**src/fmt_pkg.sv**
```systemverilog
package fmt_pkg;
    // ==========================================================
    // register byte offsets
    localparam logic [11:0] FMT_OFS_CTRL = 12'h000;
    localparam logic [11:0] FMT_OFS_OPER = 12'h004;
    localparam logic [11:0] FMT_OFS_TEMP_FLT = 12'h008;
    localparam logic [11:0] FMT_OFS_TEMP_WARN = 12'h00c;
    localparam logic [11:0] FMT_OFS_DRV_LIM = 12'h010;
    localparam logic [11:0] FMT_OFS_ACTION = 12'h014;
    localparam logic [11:0] FMT_OFS_VOUT_NOM = 12'h018;
    localparam logic [11:0] FMT_OFS_MARGIN = 12'h01c;
    localparam logic [11:0] FMT_OFS_RATE = 12'h020;
    localparam logic [11:0] FMT_OFS_TRACK = 12'h024;
    localparam logic [11:0] FMT_OFS_STATUS = 12'h028;
    localparam logic [11:0] FMT_OFS_TARGET = 12'h02c;
    localparam logic [11:0] FMT_OFS_DRV_READ = 12'h030;
    localparam logic [11:0] FMT_OFS_ONTIME = 12'h034;
    localparam logic [11:0] FMT_OFS_RETRY = 12'h038;
    // ==========================================================
    // reset values; temperatures are signed degrees C
    localparam logic signed [15:0] FMT_OT_FLT_RST = 16'sh007d;
    localparam logic signed [15:0] FMT_UT_FLT_RST = -16'sh002d;
    localparam logic signed [15:0] FMT_OT_WARN_RST = 16'sh0073;
    localparam logic signed [15:0] FMT_UT_WARN_RST = -16'sh0023;
    localparam logic [15:0] FMT_DRV_OV_RST = 16'hffff;
    localparam logic [15:0] FMT_DRV_UV_RST = 16'h0000;
    localparam logic [15:0] FMT_VOUT_NOM_RST = 16'h0400;
    localparam logic [7:0] FMT_RATE_RST = 8'h01;
    localparam logic [6:0] FMT_RATIO_RST = 7'h32;
    localparam logic [6:0] FMT_PCT_FULL = 7'h64;
    localparam logic [6:0] FMT_PCT_MARGIN = 7'h05;
    localparam logic [6:0] FMT_PCT_CLAMP = 7'h0a;
    localparam logic [15:0] FMT_ON_DLY_RST = 16'h0010;
    localparam logic [15:0] FMT_RISE_RST = 16'h0001;
    localparam logic [15:0] FMT_RETRY_RST = 16'h0100;
    localparam int FMT_DRV_SHIFT = 4;
    // ==========================================================
    // fault actions and operation margin codes
    typedef enum logic [1:0] {
        FMT_ACT_LATCH = 2'h0,
        FMT_ACT_RESTART = 2'h1,
        FMT_ACT_RETRY = 2'h2
    } fmt_act_e;
    localparam logic [1:0] FMT_MRG_NOM = 2'h0;
    localparam logic [1:0] FMT_MRG_LOW = 2'h1;
    localparam logic [1:0] FMT_MRG_HIGH = 2'h2;
    typedef enum logic [4:0] {
        FMT_ST_OFF = 5'b00001,
        FMT_ST_DELAY = 5'b00010,
        FMT_ST_RUN = 5'b00100,
        FMT_ST_FAULT = 5'b01000,
        FMT_ST_WAIT = 5'b10000
    } fmt_state_e;
    typedef struct packed {
        logic ot;
        logic ut;
        logic dov;
        logic duv;
    } fmt_flt_s;
endpackage

```
**src/fmt_supervisor.sv**
```systemverilog
// The implementer's own choices: register access over APB and the address map.
`timescale 1ns/10ps
module fmt_supervisor
    import fmt_pkg::*;
#(
    parameter int W = 16
)
(
    input wire logic pclk,
    input wire logic presetn,
    input wire logic psel,
    input wire logic penable,
    input wire logic pwrite,
    input wire logic [11:0] paddr,
    input wire logic [31:0] pwdata,
    output logic [31:0] prdata,
    output logic pready,
    output logic pslverr,
    input wire logic enable_pin,
    input wire logic signed [W-1:0] die_temp,
    input wire logic [W-1:0] driver_supply_monitor,
    input wire logic [W-1:0] tracking_reference_input,
    input wire logic peer_fault_in,
    output logic [W-1:0] vout_target,
    output logic output_on,
    output logic prebias_en,
    output logic alert_line,
    output logic host_port_reset,
    output logic inter_device_fault_bus_o,
    output logic inter_device_fault_bus_oe
);
    // ==========================================================
    // configuration registers
    logic [3:0] ctrl_q, ctrl_d;
    logic [1:0] margin_sel_q, margin_sel_d;
    logic signed [W-1:0] ot_flt_q, ot_flt_d, ut_flt_q, ut_flt_d;
    logic signed [W-1:0] ot_warn_q, ot_warn_d, ut_warn_q, ut_warn_d;
    logic [W-1:0] drv_supply_over_limit_q, drv_supply_over_limit_d;
    logic [W-1:0] drv_supply_under_limit_q, drv_supply_under_limit_d;
    logic [7:0] act_q, act_d;
    logic [W-1:0] nom_q, nom_d, mhi_q, mhi_d, mlo_q, mlo_d;
    logic [7:0] rate_q, rate_d;
    logic [9:0] track_q, track_d;
    logic [W-1:0] on_dly_q, on_dly_d, rise_q, rise_d, retry_q, retry_d;
    logic [31:0] prdata_d;
    logic pready_d, pslverr_d;
    logic wr, rd;
    // ctrl bits: 0 op enable, 1 push-pull fault bus, 2 share group, 3 clear status
    // track: [1:0] mode 0 off 1 coincident 2 ratio, [8:2] ratio percent
    // write lands on the edge where the host sees pready high
    assign wr = psel && penable && pwrite && pready;
    assign rd = psel && penable && !pwrite && !pready;

    function automatic logic [W-1:0] pct(input logic [W-1:0] v, input logic [6:0] p);
        logic [W+6:0] prod;
        prod = v * p;
        return (W)'(prod / FMT_PCT_FULL);
    endfunction

    logic [W-1:0] clamp_v;
    assign clamp_v = nom_q + pct(nom_q, FMT_PCT_CLAMP);

    // ==========================================================
    // supervisor state
    fmt_state_e st_q, st_d;
    fmt_flt_s flt_q, flt_d, cause_q, cause_d;
    logic [W-1:0] cnt_q, cnt_d, tgt_q, tgt_d, slew_q, slew_d;
    logic en_q, en_d, alert_q, alert_d, hpr_q, hpr_d;
    logic [7:0] rate_cnt_q, rate_cnt_d;
    fmt_flt_s now;
    logic en_now, hot, any_flt, clear_ok, latch_any, retry_any;
    logic [W-1:0] want, trk_v, drv_read;

    assign drv_read = driver_supply_monitor << FMT_DRV_SHIFT;
    assign en_now = enable_pin && ctrl_q[0];

    always_comb
    begin
        now.ot = die_temp > ot_flt_q;
        now.ut = die_temp < ut_flt_q;
        now.dov = driver_supply_monitor > drv_supply_over_limit_q;
        now.duv = driver_supply_monitor < drv_supply_under_limit_q;
        any_flt = now.ot || now.ut || now.dov || now.duv;
        clear_ok = !(cause_q.ot && die_temp >= ot_warn_q)
            && !(cause_q.ut && die_temp <= ut_warn_q)
            && !now.dov && !now.duv && !now.ot && !now.ut;
        latch_any = (cause_q.ot && act_q[1:0] == FMT_ACT_LATCH)
            || (cause_q.ut && act_q[3:2] == FMT_ACT_LATCH)
            || (cause_q.dov && act_q[5:4] == FMT_ACT_LATCH)
            || (cause_q.duv && act_q[7:6] == FMT_ACT_LATCH);
        retry_any = (cause_q.ot && act_q[1:0] == FMT_ACT_RETRY)
            || (cause_q.ut && act_q[3:2] == FMT_ACT_RETRY)
            || (cause_q.dov && act_q[5:4] == FMT_ACT_RETRY)
            || (cause_q.duv && act_q[7:6] == FMT_ACT_RETRY);
        case (margin_sel_q)
            FMT_MRG_HIGH: want = mhi_q;
            FMT_MRG_LOW: want = mlo_q;
            default: want = nom_q;
        endcase
        if (want > clamp_v)
            want = clamp_v;
        // tracking reference follows, capped at own setpoint
        if (track_q[1:0] == 2'h2)
            trk_v = pct(tracking_reference_input, track_q[8:2]);
        else
            trk_v = tracking_reference_input;
        if (trk_v > want)
            trk_v = want;
    end

    always_comb
    begin
        st_d = st_q;
        cnt_d = cnt_q;
        cause_d = cause_q;
        en_d = en_now;
        slew_d = slew_q;
        rate_cnt_d = rate_cnt_q;
        tgt_d = tgt_q;
        // host port reset on disable-enable edge
        hpr_d = en_now && !en_q;
        // sticky: new fault sets win over software clear
        flt_d = ctrl_d[3] ? '0 : flt_q;
        flt_d = flt_d | now;
        alert_d = |flt_d;
        case (st_q)
            FMT_ST_OFF:
            begin
                tgt_d = '0;
                if (en_now)
                begin
                    cnt_d = '0;
                    st_d = FMT_ST_DELAY;
                end
            end
            FMT_ST_DELAY:
            begin
                cnt_d = cnt_q + 1'b1;
                if (track_q[1:0] != 2'h0 || cnt_q >= on_dly_q)
                begin
                    cnt_d = '0;
                    slew_d = '0;
                    st_d = FMT_ST_RUN;
                end
            end
            FMT_ST_RUN:
            begin
                if (track_q[1:0] != 2'h0)
                    tgt_d = trk_v;
                else if (tgt_q != want)
                begin
                    // slew one code per rate period
                    rate_cnt_d = rate_cnt_q + 1'b1;
                    if (rate_cnt_q >= rate_q)
                    begin
                        rate_cnt_d = '0;
                        tgt_d = (tgt_q < want) ? tgt_q + 1'b1 : tgt_q - 1'b1;
                    end
                end
                if (!en_now)
                    st_d = FMT_ST_OFF;
                if (any_flt || peer_fault_in)
                begin
                    cause_d = now;
                    tgt_d = '0;
                    st_d = FMT_ST_FAULT;
                end
            end
            FMT_ST_FAULT:
            begin
                cnt_d = '0;
                if (retry_any)
                    st_d = FMT_ST_WAIT;
                else if (clear_ok && !latch_any)
                    st_d = FMT_ST_DELAY;
                else if (clear_ok && !en_now)
                    st_d = FMT_ST_OFF;
            end
            FMT_ST_WAIT:
            begin
                cnt_d = cnt_q + 1'b1;
                if (cnt_q >= retry_q)
                begin
                    cnt_d = '0;
                    cause_d = '0;
                    st_d = FMT_ST_DELAY;
                end
            end
            default: st_d = FMT_ST_OFF;
        endcase
        if (!en_now && st_q != FMT_ST_FAULT)
            st_d = FMT_ST_OFF;
    end

    // ==========================================================
    // apb register access
    always_comb
    begin
        ctrl_d = {1'b0, ctrl_q[2:0]};
        margin_sel_d = margin_sel_q;
        ot_flt_d = ot_flt_q;
        ut_flt_d = ut_flt_q;
        ot_warn_d = ot_warn_q;
        ut_warn_d = ut_warn_q;
        drv_supply_over_limit_d = drv_supply_over_limit_q;
        drv_supply_under_limit_d = drv_supply_under_limit_q;
        act_d = act_q;
        nom_d = nom_q;
        mhi_d = mhi_q;
        mlo_d = mlo_q;
        rate_d = rate_q;
        track_d = track_q;
        on_dly_d = on_dly_q;
        rise_d = rise_q;
        retry_d = retry_q;
        prdata_d = prdata;
        pready_d = psel && penable && !pready;
        // error decided in the first access cycle so it stands with pready
        pslverr_d = psel && penable && !pready
            && (paddr[1:0] != 2'h0 || paddr > FMT_OFS_RETRY);
        if (wr)
        begin
            case (paddr)
                FMT_OFS_CTRL: ctrl_d = pwdata[3:0];
                FMT_OFS_OPER: margin_sel_d = pwdata[5:4];
                FMT_OFS_TEMP_FLT:
                begin
                    ot_flt_d = pwdata[15:0];
                    ut_flt_d = pwdata[31:16];
                end
                FMT_OFS_TEMP_WARN:
                begin
                    ot_warn_d = pwdata[15:0];
                    ut_warn_d = pwdata[31:16];
                end
                FMT_OFS_DRV_LIM:
                begin
                    drv_supply_over_limit_d = pwdata[15:0];
                    drv_supply_under_limit_d = pwdata[31:16];
                end
                FMT_OFS_ACTION: act_d = pwdata[7:0];
                FMT_OFS_VOUT_NOM: nom_d = pwdata[15:0];
                // margin limits, high capped at plus ten percent
                FMT_OFS_MARGIN:
                begin
                    mhi_d = (pwdata[15:0] > clamp_v) ? clamp_v : pwdata[15:0];
                    mlo_d = pwdata[31:16];
                end
                FMT_OFS_RATE: rate_d = pwdata[7:0];
                FMT_OFS_TRACK: track_d = pwdata[9:0];
                FMT_OFS_ONTIME:
                begin
                    on_dly_d = pwdata[15:0];
                    rise_d = pwdata[31:16];
                end
                FMT_OFS_RETRY: retry_d = pwdata[15:0];
                default: act_d = act_q;
            endcase
        end
        if (rd)
        begin
            case (paddr)
                FMT_OFS_CTRL: prdata_d = {28'h0, ctrl_q};
                FMT_OFS_OPER: prdata_d = {26'h0, margin_sel_q, 4'h0};
                FMT_OFS_TEMP_FLT: prdata_d = {ut_flt_q, ot_flt_q};
                FMT_OFS_TEMP_WARN: prdata_d = {ut_warn_q, ot_warn_q};
                FMT_OFS_DRV_LIM:
                    prdata_d = {drv_supply_under_limit_q, drv_supply_over_limit_q};
                FMT_OFS_ACTION: prdata_d = {24'h0, act_q};
                FMT_OFS_VOUT_NOM: prdata_d = {16'h0, nom_q};
                FMT_OFS_MARGIN: prdata_d = {mlo_q, mhi_q};
                FMT_OFS_RATE: prdata_d = {24'h0, rate_q};
                FMT_OFS_TRACK: prdata_d = {22'h0, track_q};
                FMT_OFS_STATUS: prdata_d = {23'h0, st_q, flt_q};
                FMT_OFS_TARGET: prdata_d = {16'h0, tgt_q};
                FMT_OFS_DRV_READ: prdata_d = {16'h0, drv_read};
                FMT_OFS_ONTIME: prdata_d = {rise_q, on_dly_q};
                FMT_OFS_RETRY: prdata_d = {16'h0, retry_q};
                default: prdata_d = 32'h0;
            endcase
        end
    end

    always_ff @(posedge pclk or negedge presetn)
    begin
        if (!presetn)
        begin
            ctrl_q <= 4'h1;
            margin_sel_q <= FMT_MRG_NOM;
            ot_flt_q <= FMT_OT_FLT_RST;
            ut_flt_q <= FMT_UT_FLT_RST;
            ot_warn_q <= FMT_OT_WARN_RST;
            ut_warn_q <= FMT_UT_WARN_RST;
            drv_supply_over_limit_q <= FMT_DRV_OV_RST;
            drv_supply_under_limit_q <= FMT_DRV_UV_RST;
            act_q <= {FMT_ACT_LATCH, FMT_ACT_LATCH, FMT_ACT_LATCH, FMT_ACT_LATCH};
            nom_q <= FMT_VOUT_NOM_RST;
            mhi_q <= FMT_VOUT_NOM_RST + pct(FMT_VOUT_NOM_RST, FMT_PCT_MARGIN);
            mlo_q <= FMT_VOUT_NOM_RST - pct(FMT_VOUT_NOM_RST, FMT_PCT_MARGIN);
            rate_q <= FMT_RATE_RST;
            track_q <= {1'b0, FMT_RATIO_RST, 2'h0};
            on_dly_q <= FMT_ON_DLY_RST;
            rise_q <= FMT_RISE_RST;
            retry_q <= FMT_RETRY_RST;
            prdata <= 32'h0;
            pready <= 1'b0;
            pslverr <= 1'b0;
            st_q <= FMT_ST_OFF;
            flt_q <= '0;
            cause_q <= '0;
            cnt_q <= '0;
            tgt_q <= '0;
            slew_q <= '0;
            rate_cnt_q <= '0;
            en_q <= 1'b0;
            alert_q <= 1'b0;
            hpr_q <= 1'b0;
            vout_target <= '0;
            output_on <= 1'b0;
            prebias_en <= 1'b0;
            alert_line <= 1'b0;
            host_port_reset <= 1'b0;
            inter_device_fault_bus_o <= 1'b0;
            inter_device_fault_bus_oe <= 1'b0;
        end
        else
        begin
            ctrl_q <= ctrl_d;
            margin_sel_q <= margin_sel_d;
            ot_flt_q <= ot_flt_d;
            ut_flt_q <= ut_flt_d;
            ot_warn_q <= ot_warn_d;
            ut_warn_q <= ut_warn_d;
            drv_supply_over_limit_q <= drv_supply_over_limit_d;
            drv_supply_under_limit_q <= drv_supply_under_limit_d;
            act_q <= act_d;
            nom_q <= nom_d;
            mhi_q <= mhi_d;
            mlo_q <= mlo_d;
            rate_q <= rate_d;
            track_q <= track_d;
            on_dly_q <= on_dly_d;
            rise_q <= rise_d;
            retry_q <= retry_d;
            prdata <= prdata_d;
            pready <= pready_d;
            pslverr <= pslverr_d;
            st_q <= st_d;
            flt_q <= flt_d;
            cause_q <= cause_d;
            cnt_q <= cnt_d;
            tgt_q <= (tgt_d > clamp_v) ? clamp_v : tgt_d;
            slew_q <= slew_d;
            rate_cnt_q <= rate_cnt_d;
            en_q <= en_d;
            alert_q <= alert_d;
            hpr_q <= hpr_d;
            vout_target <= tgt_q;
            output_on <= (st_q == FMT_ST_RUN);
            // no prebias for shared tracking group
            prebias_en <= !(ctrl_q[2] && track_q[1:0] != 2'h0);
            alert_line <= alert_q;
            host_port_reset <= hpr_q;
            // fault broadcast: open drain pulls low, push-pull drives both levels
            inter_device_fault_bus_o <= !(st_q == FMT_ST_FAULT);
            inter_device_fault_bus_oe <= ctrl_q[1] || (st_q == FMT_ST_FAULT);
        end
    end
endmodule

```
**config.mk**
```make
export PLATFORM = sky130hd
export DESIGN_NAME = fmt_supervisor
export DESIGN_NICKNAME = d
export VERILOG_FILES = /design/src/fmt_pkg.sv /design/src/fmt_supervisor.sv
export SDC_FILE = /design/constraint.sdc
export NUM_CORES = 2
export LEC_CHECK = 0
export ABC_AREA = 1
export ABC_CLOCK_PERIOD_IN_PS = 21100
export BUFFER_PORTS_ARGS = -buffer_cell sky130_fd_sc_hd__buf_2
export CAP_MARGIN = 20
export CORE_ASPECT_RATIO = 1.5
export CORE_MARGIN = 3
export CORE_UTILIZATION = 42
export CTS_CLUSTER_SIZE = 10
export DETAILED_ROUTE_END_ITERATION = 12
export SYNTH_ARGS = -nofsm -noshare
export SYNTH_HDL_FRONTEND = slang
export SYNTH_SLANG_ARGS = --single-unit
```
**constraint.sdc**
```tcl
create_clock -name pclk -period 21.1 [get_ports pclk]
set_input_delay 2.11 -clock pclk [delete_from_list [all_inputs] [get_ports pclk]]
set_output_delay 2.11 -clock pclk [all_outputs]
set_load 0.02 [all_outputs]
```
==> flow_metrics.tcl <==
set metrics [dict create \
    status "finished, final reports clean" \
    gp_congestion 1.01 \
    cts_tree "yes" \
    fin_area_mm2 0.0337 \
    synth_edf_count 0 \
    crit_path_end_kind "register" \
    synth_area_mm2 0.0302 \
    ir_drop_mv 0.0535 \
    finalHoldViolations 0 \
    maxCapViolCount 0 \
    path_class "reg -> reg" \
    overflow 0 \
    grt_pass1_wl_um 166000 \
    hold_class "reg -> reg" \
    drtPass1Iterations 6 \
    first_global_vias 28600 \
    p_leak_nw 17.6 \
    die_w_um 225 \
    critPathMostFrequentCell "nand2_1" \
    grt.total_usage_pct 28.6 \
    power_per_cell_area_mw_per_mm2 45.0 \
    synth_cells 4181 \
    avgViaCountPerCell 5.52 \
    ys_types 64 \
    cts_buffer_depth 3 \
    drt_iter0_drc 2097 \
    async_reset_ff_share_pct 100 \
    min_period_ns 19.19 \
    synth_area_leaders "dfrtp_1 22%, ha_1 13%, nand2_1 13%, inv_1 8.6%, o21ai_0 7.1%" \
    via_count 29000 \
    cp-start-kind "register" \
    slowest_delay_ns 0.59 \
    htree_levels 2 \
    layoutNonFillerInstCount 5256 \
    layout-drive-gt1-share_pct 13.1 \
    io_pins 155 \
    finalSetupViolCount 0 \
    dpl_cell_area_mm2 0.0320 \
    placeableCoreArea_mm2 0.0707 \
    whs_ns 0.348 \
    slowest_stage "dfrtp_1" \
    port_buffers 154 \
    r2r_cells 161 \
    nFillCells 7219 \
    rows 119 \
    fin_crit_sh_pct 91.0 \
    final_nets 4804 \
    slew_violations 0 \
    crit_family "simple AND/OR/NAND/NOR gates" \
    antenna_found_initial 1 \
    cp_num_cells 161 \
    clock_sinks 336 \
    post_drt_wl_per_cell_um 20.7 \
    setup.worst_path.end "tgt_q[7]$_DFF_PN0_" \
    timing.critical_path.buf_inv 17 \
    required_ns 21.54 \
    place_inst 5155 \
    yosysTopAreaCell "dfrtp_1" \
    antenna_cells 0 \
    multiInputGateArea_mm2 0.0188 \
    tightest_slew_ns 1.00 \
    die_y_um 334 \
    setup_slack_ns 1.91 \
    syn_to_final_growth_pct 11.6 \
    seq_area_frac_synth_pct 28.2 \
    area.sequential_mm2 0.00851 \
    clk_latency_ns 0.60 \
    clockRootBuffer "clkbuf_16" \
    r2r-end "tgt_q[7]$_DFF_PN0_" \
    synth-main-ff-cell "dfrtp_1" \
    arrival_ns 19.63 \
    crit_path_start "nom_q[5]$_DFFE_PN0P_" \
    cts_buffers 40 \
    regToRegStartpoint "nom_q[5]$_DFFE_PN0P_" \
    start_util_pct 42.7 \
    ys_warn_count 0 \
    clock.fmax_mhz 52.1 \
    drtAntennaViolNets 0 \
    grt_max_degree 116 \
    finClkSkew_ns 0.0388 \
    ys_ff_latch 336 \
    dieArea_mm2 0.0752 \
    drt_wl_total_um 109000 \
    post-place-ws_ns 0.490 \
    slew_headroom_pct 32.1 \
    clk_pin_slew_worst_paths_ns 0.06 \
    dpl.hpwl_um 85100 \
    drc 0 \
    netlist.area_leader.share_pct 21.6 \
    crit_fanout 14 \
    syn_nets 4667 \
    avgSynthCellArea_um2 7.22 \
    rrSetupSlack_ns 1.91 \
]
[routing by layer]
layer,global-route usage (%),wire (um),up-vias
met5,0,13,-
met4,18.5,8520,2
met3,3.47,5620,350
met2,51.4,54000,1000
met1,31.7,40600,13700
li1,-,-,14000
[what timing repair did]
item / in CTS / in global routing
hold buffers: 0 / 0
setup endpoints to repair: 0 / 16
resized for setup: 0 / 56
buffers inserted: 0 / 20
endpoints found under the hold margin: 0 / 0
[kinds of logic after synthesis]
| kind of cell | synth area share, % |
|---|---|
| adders and majority gates | 17.8 |
| xor gates and xnor gates | 2.23 |
| DFF | 28.2 |
| AOI/OAI and AO/OA | 17.1 |
| and+or+nand+nor | 24.2 |
| buffers and inverters | 10.5 |
[cells in the mapped netlist, drive strengths merged, types with 4 or more instances]
master,n
dfstp,76
o221ai,30
o41ai,4
a21o,5
ha,315
o22ai,50
o211ai,35
o21a,10
o2111ai,14
a221oi,21
and2,4
nand4,61
nor3,45
nand3,173
a2111oi,7
dfrtp,260
o31ai,11
o21ai,437
inv,716
xnor2,18
a22o,11
nor2,239
nand3b,6
nor4,7
xor2,57
or2,8
a211oi,12
a31oi,7
nand2,1117
o21bai,15
clkinv,5
a221o,17
a21boi,6
clkbuf,121
fa,72
a21oi,166
[worst register-to-register path, delay by kind of cell, from the launching register on]
family | cells | cell delay [ns]
AO/OA/AOI/OAI | 34 | 4.77
XOR/XNOR | 2 | 0.48
adder cells (fa/ha/maj) | 8 | 2.42
buffers and inverters | 17 | 1.53
AND/OR/NAND/NOR | 100 | 9.32
flip-flops | 1 | 0.59
[worst min-delay path by stage]
stage | cells after the start | slack (ns) | startpoint | to
2_1_floorplan | 0 | 0.33 | alert_q$_DFF_PN0_ | alert_line$_DFF_PN0_
3_3_place_gp | 0 | 0.33 | hpr_q$_DFF_PN0_ | host_port_reset$_DFF_PN0_
3_5_place_dp | 0 | 0.34 | alert_q$_DFF_PN0_ | alert_line$_DFF_PN0_
4_1_cts | 0 | 0.35 | hpr_q$_DFF_PN0_ | host_port_reset$_DFF_PN0_
5_1_grt | 0 | 0.36 | hpr_q$_DFF_PN0_ | host_port_reset$_DFF_PN0_
6_report | 0 | 0.35 | alert_q$_DFF_PN0_ | alert_line$_DFF_PN0_
[metrics by stage]
| step | power [mW] | TNS (ns) | utilization [%] |
|---|---|---|---|
| finish | 1.52 | 0 | 47.7 |
| global placement | 0.838 | 0 | 45.2 |
| detailed placement | 0.837 | 0 | 45.2 |
| floorplan | 0.760 | 0 | - |
| global route | 1.57 | -3.16 | 47.7 |
| CTS | 1.51 | 0 | 46.9 |
[final cells by class]
class	count	share of cell area, %
clock inverter	5	0.316
clock buffer	68	3.34
multi-input combinational	3002	55.6
inverter	721	8.03
sequential	336	25.2
tap	907	3.37
timing repair buffer	217	4.07
[report_power, final]
part           internal, mW  switching, mW
combinational        0.0617          0.131
clock                 0.378          0.298
sequential            0.646        0.00100
total                  1.09          0.430
[registers in the layout, summed over array words and instances, names as in the netlist, 10 cells and up]
| signal | count |
|---|---|
| mhi_q | 16 |
| tgt_q | 16 |
| ut_flt_q | 16 |
| mlo_q | 16 |
| nom_q | 16 |
| rise_q | 16 |
| on_dly_q | 16 |
| drv_supply_over_limit_q | 16 |
| vout_target | 16 |
| prdata | 32 |
| ot_flt_q | 16 |
| ot_warn_q | 16 |
| drv_supply_under_limit_q | 16 |
| track_q | 10 |
| retry_q | 16 |
| cnt_q | 16 |
| ut_warn_q | 16 |
[placed cells by master, fill, tap and decap left out, types with 72 or more instances in the layout]
master / instances
dfrtp_1: 258
inv_1: 693
o21ai_0: 416
nand2_1: 1010
nor2_1: 210
nand3_1: 161
dfstp_2: 76
fa_1: 72
nand2_2: 94
ha_1: 314
buf_2: 153
a21oi_1: 157
No activity file was read; power rests on OpenSTA's default activity.
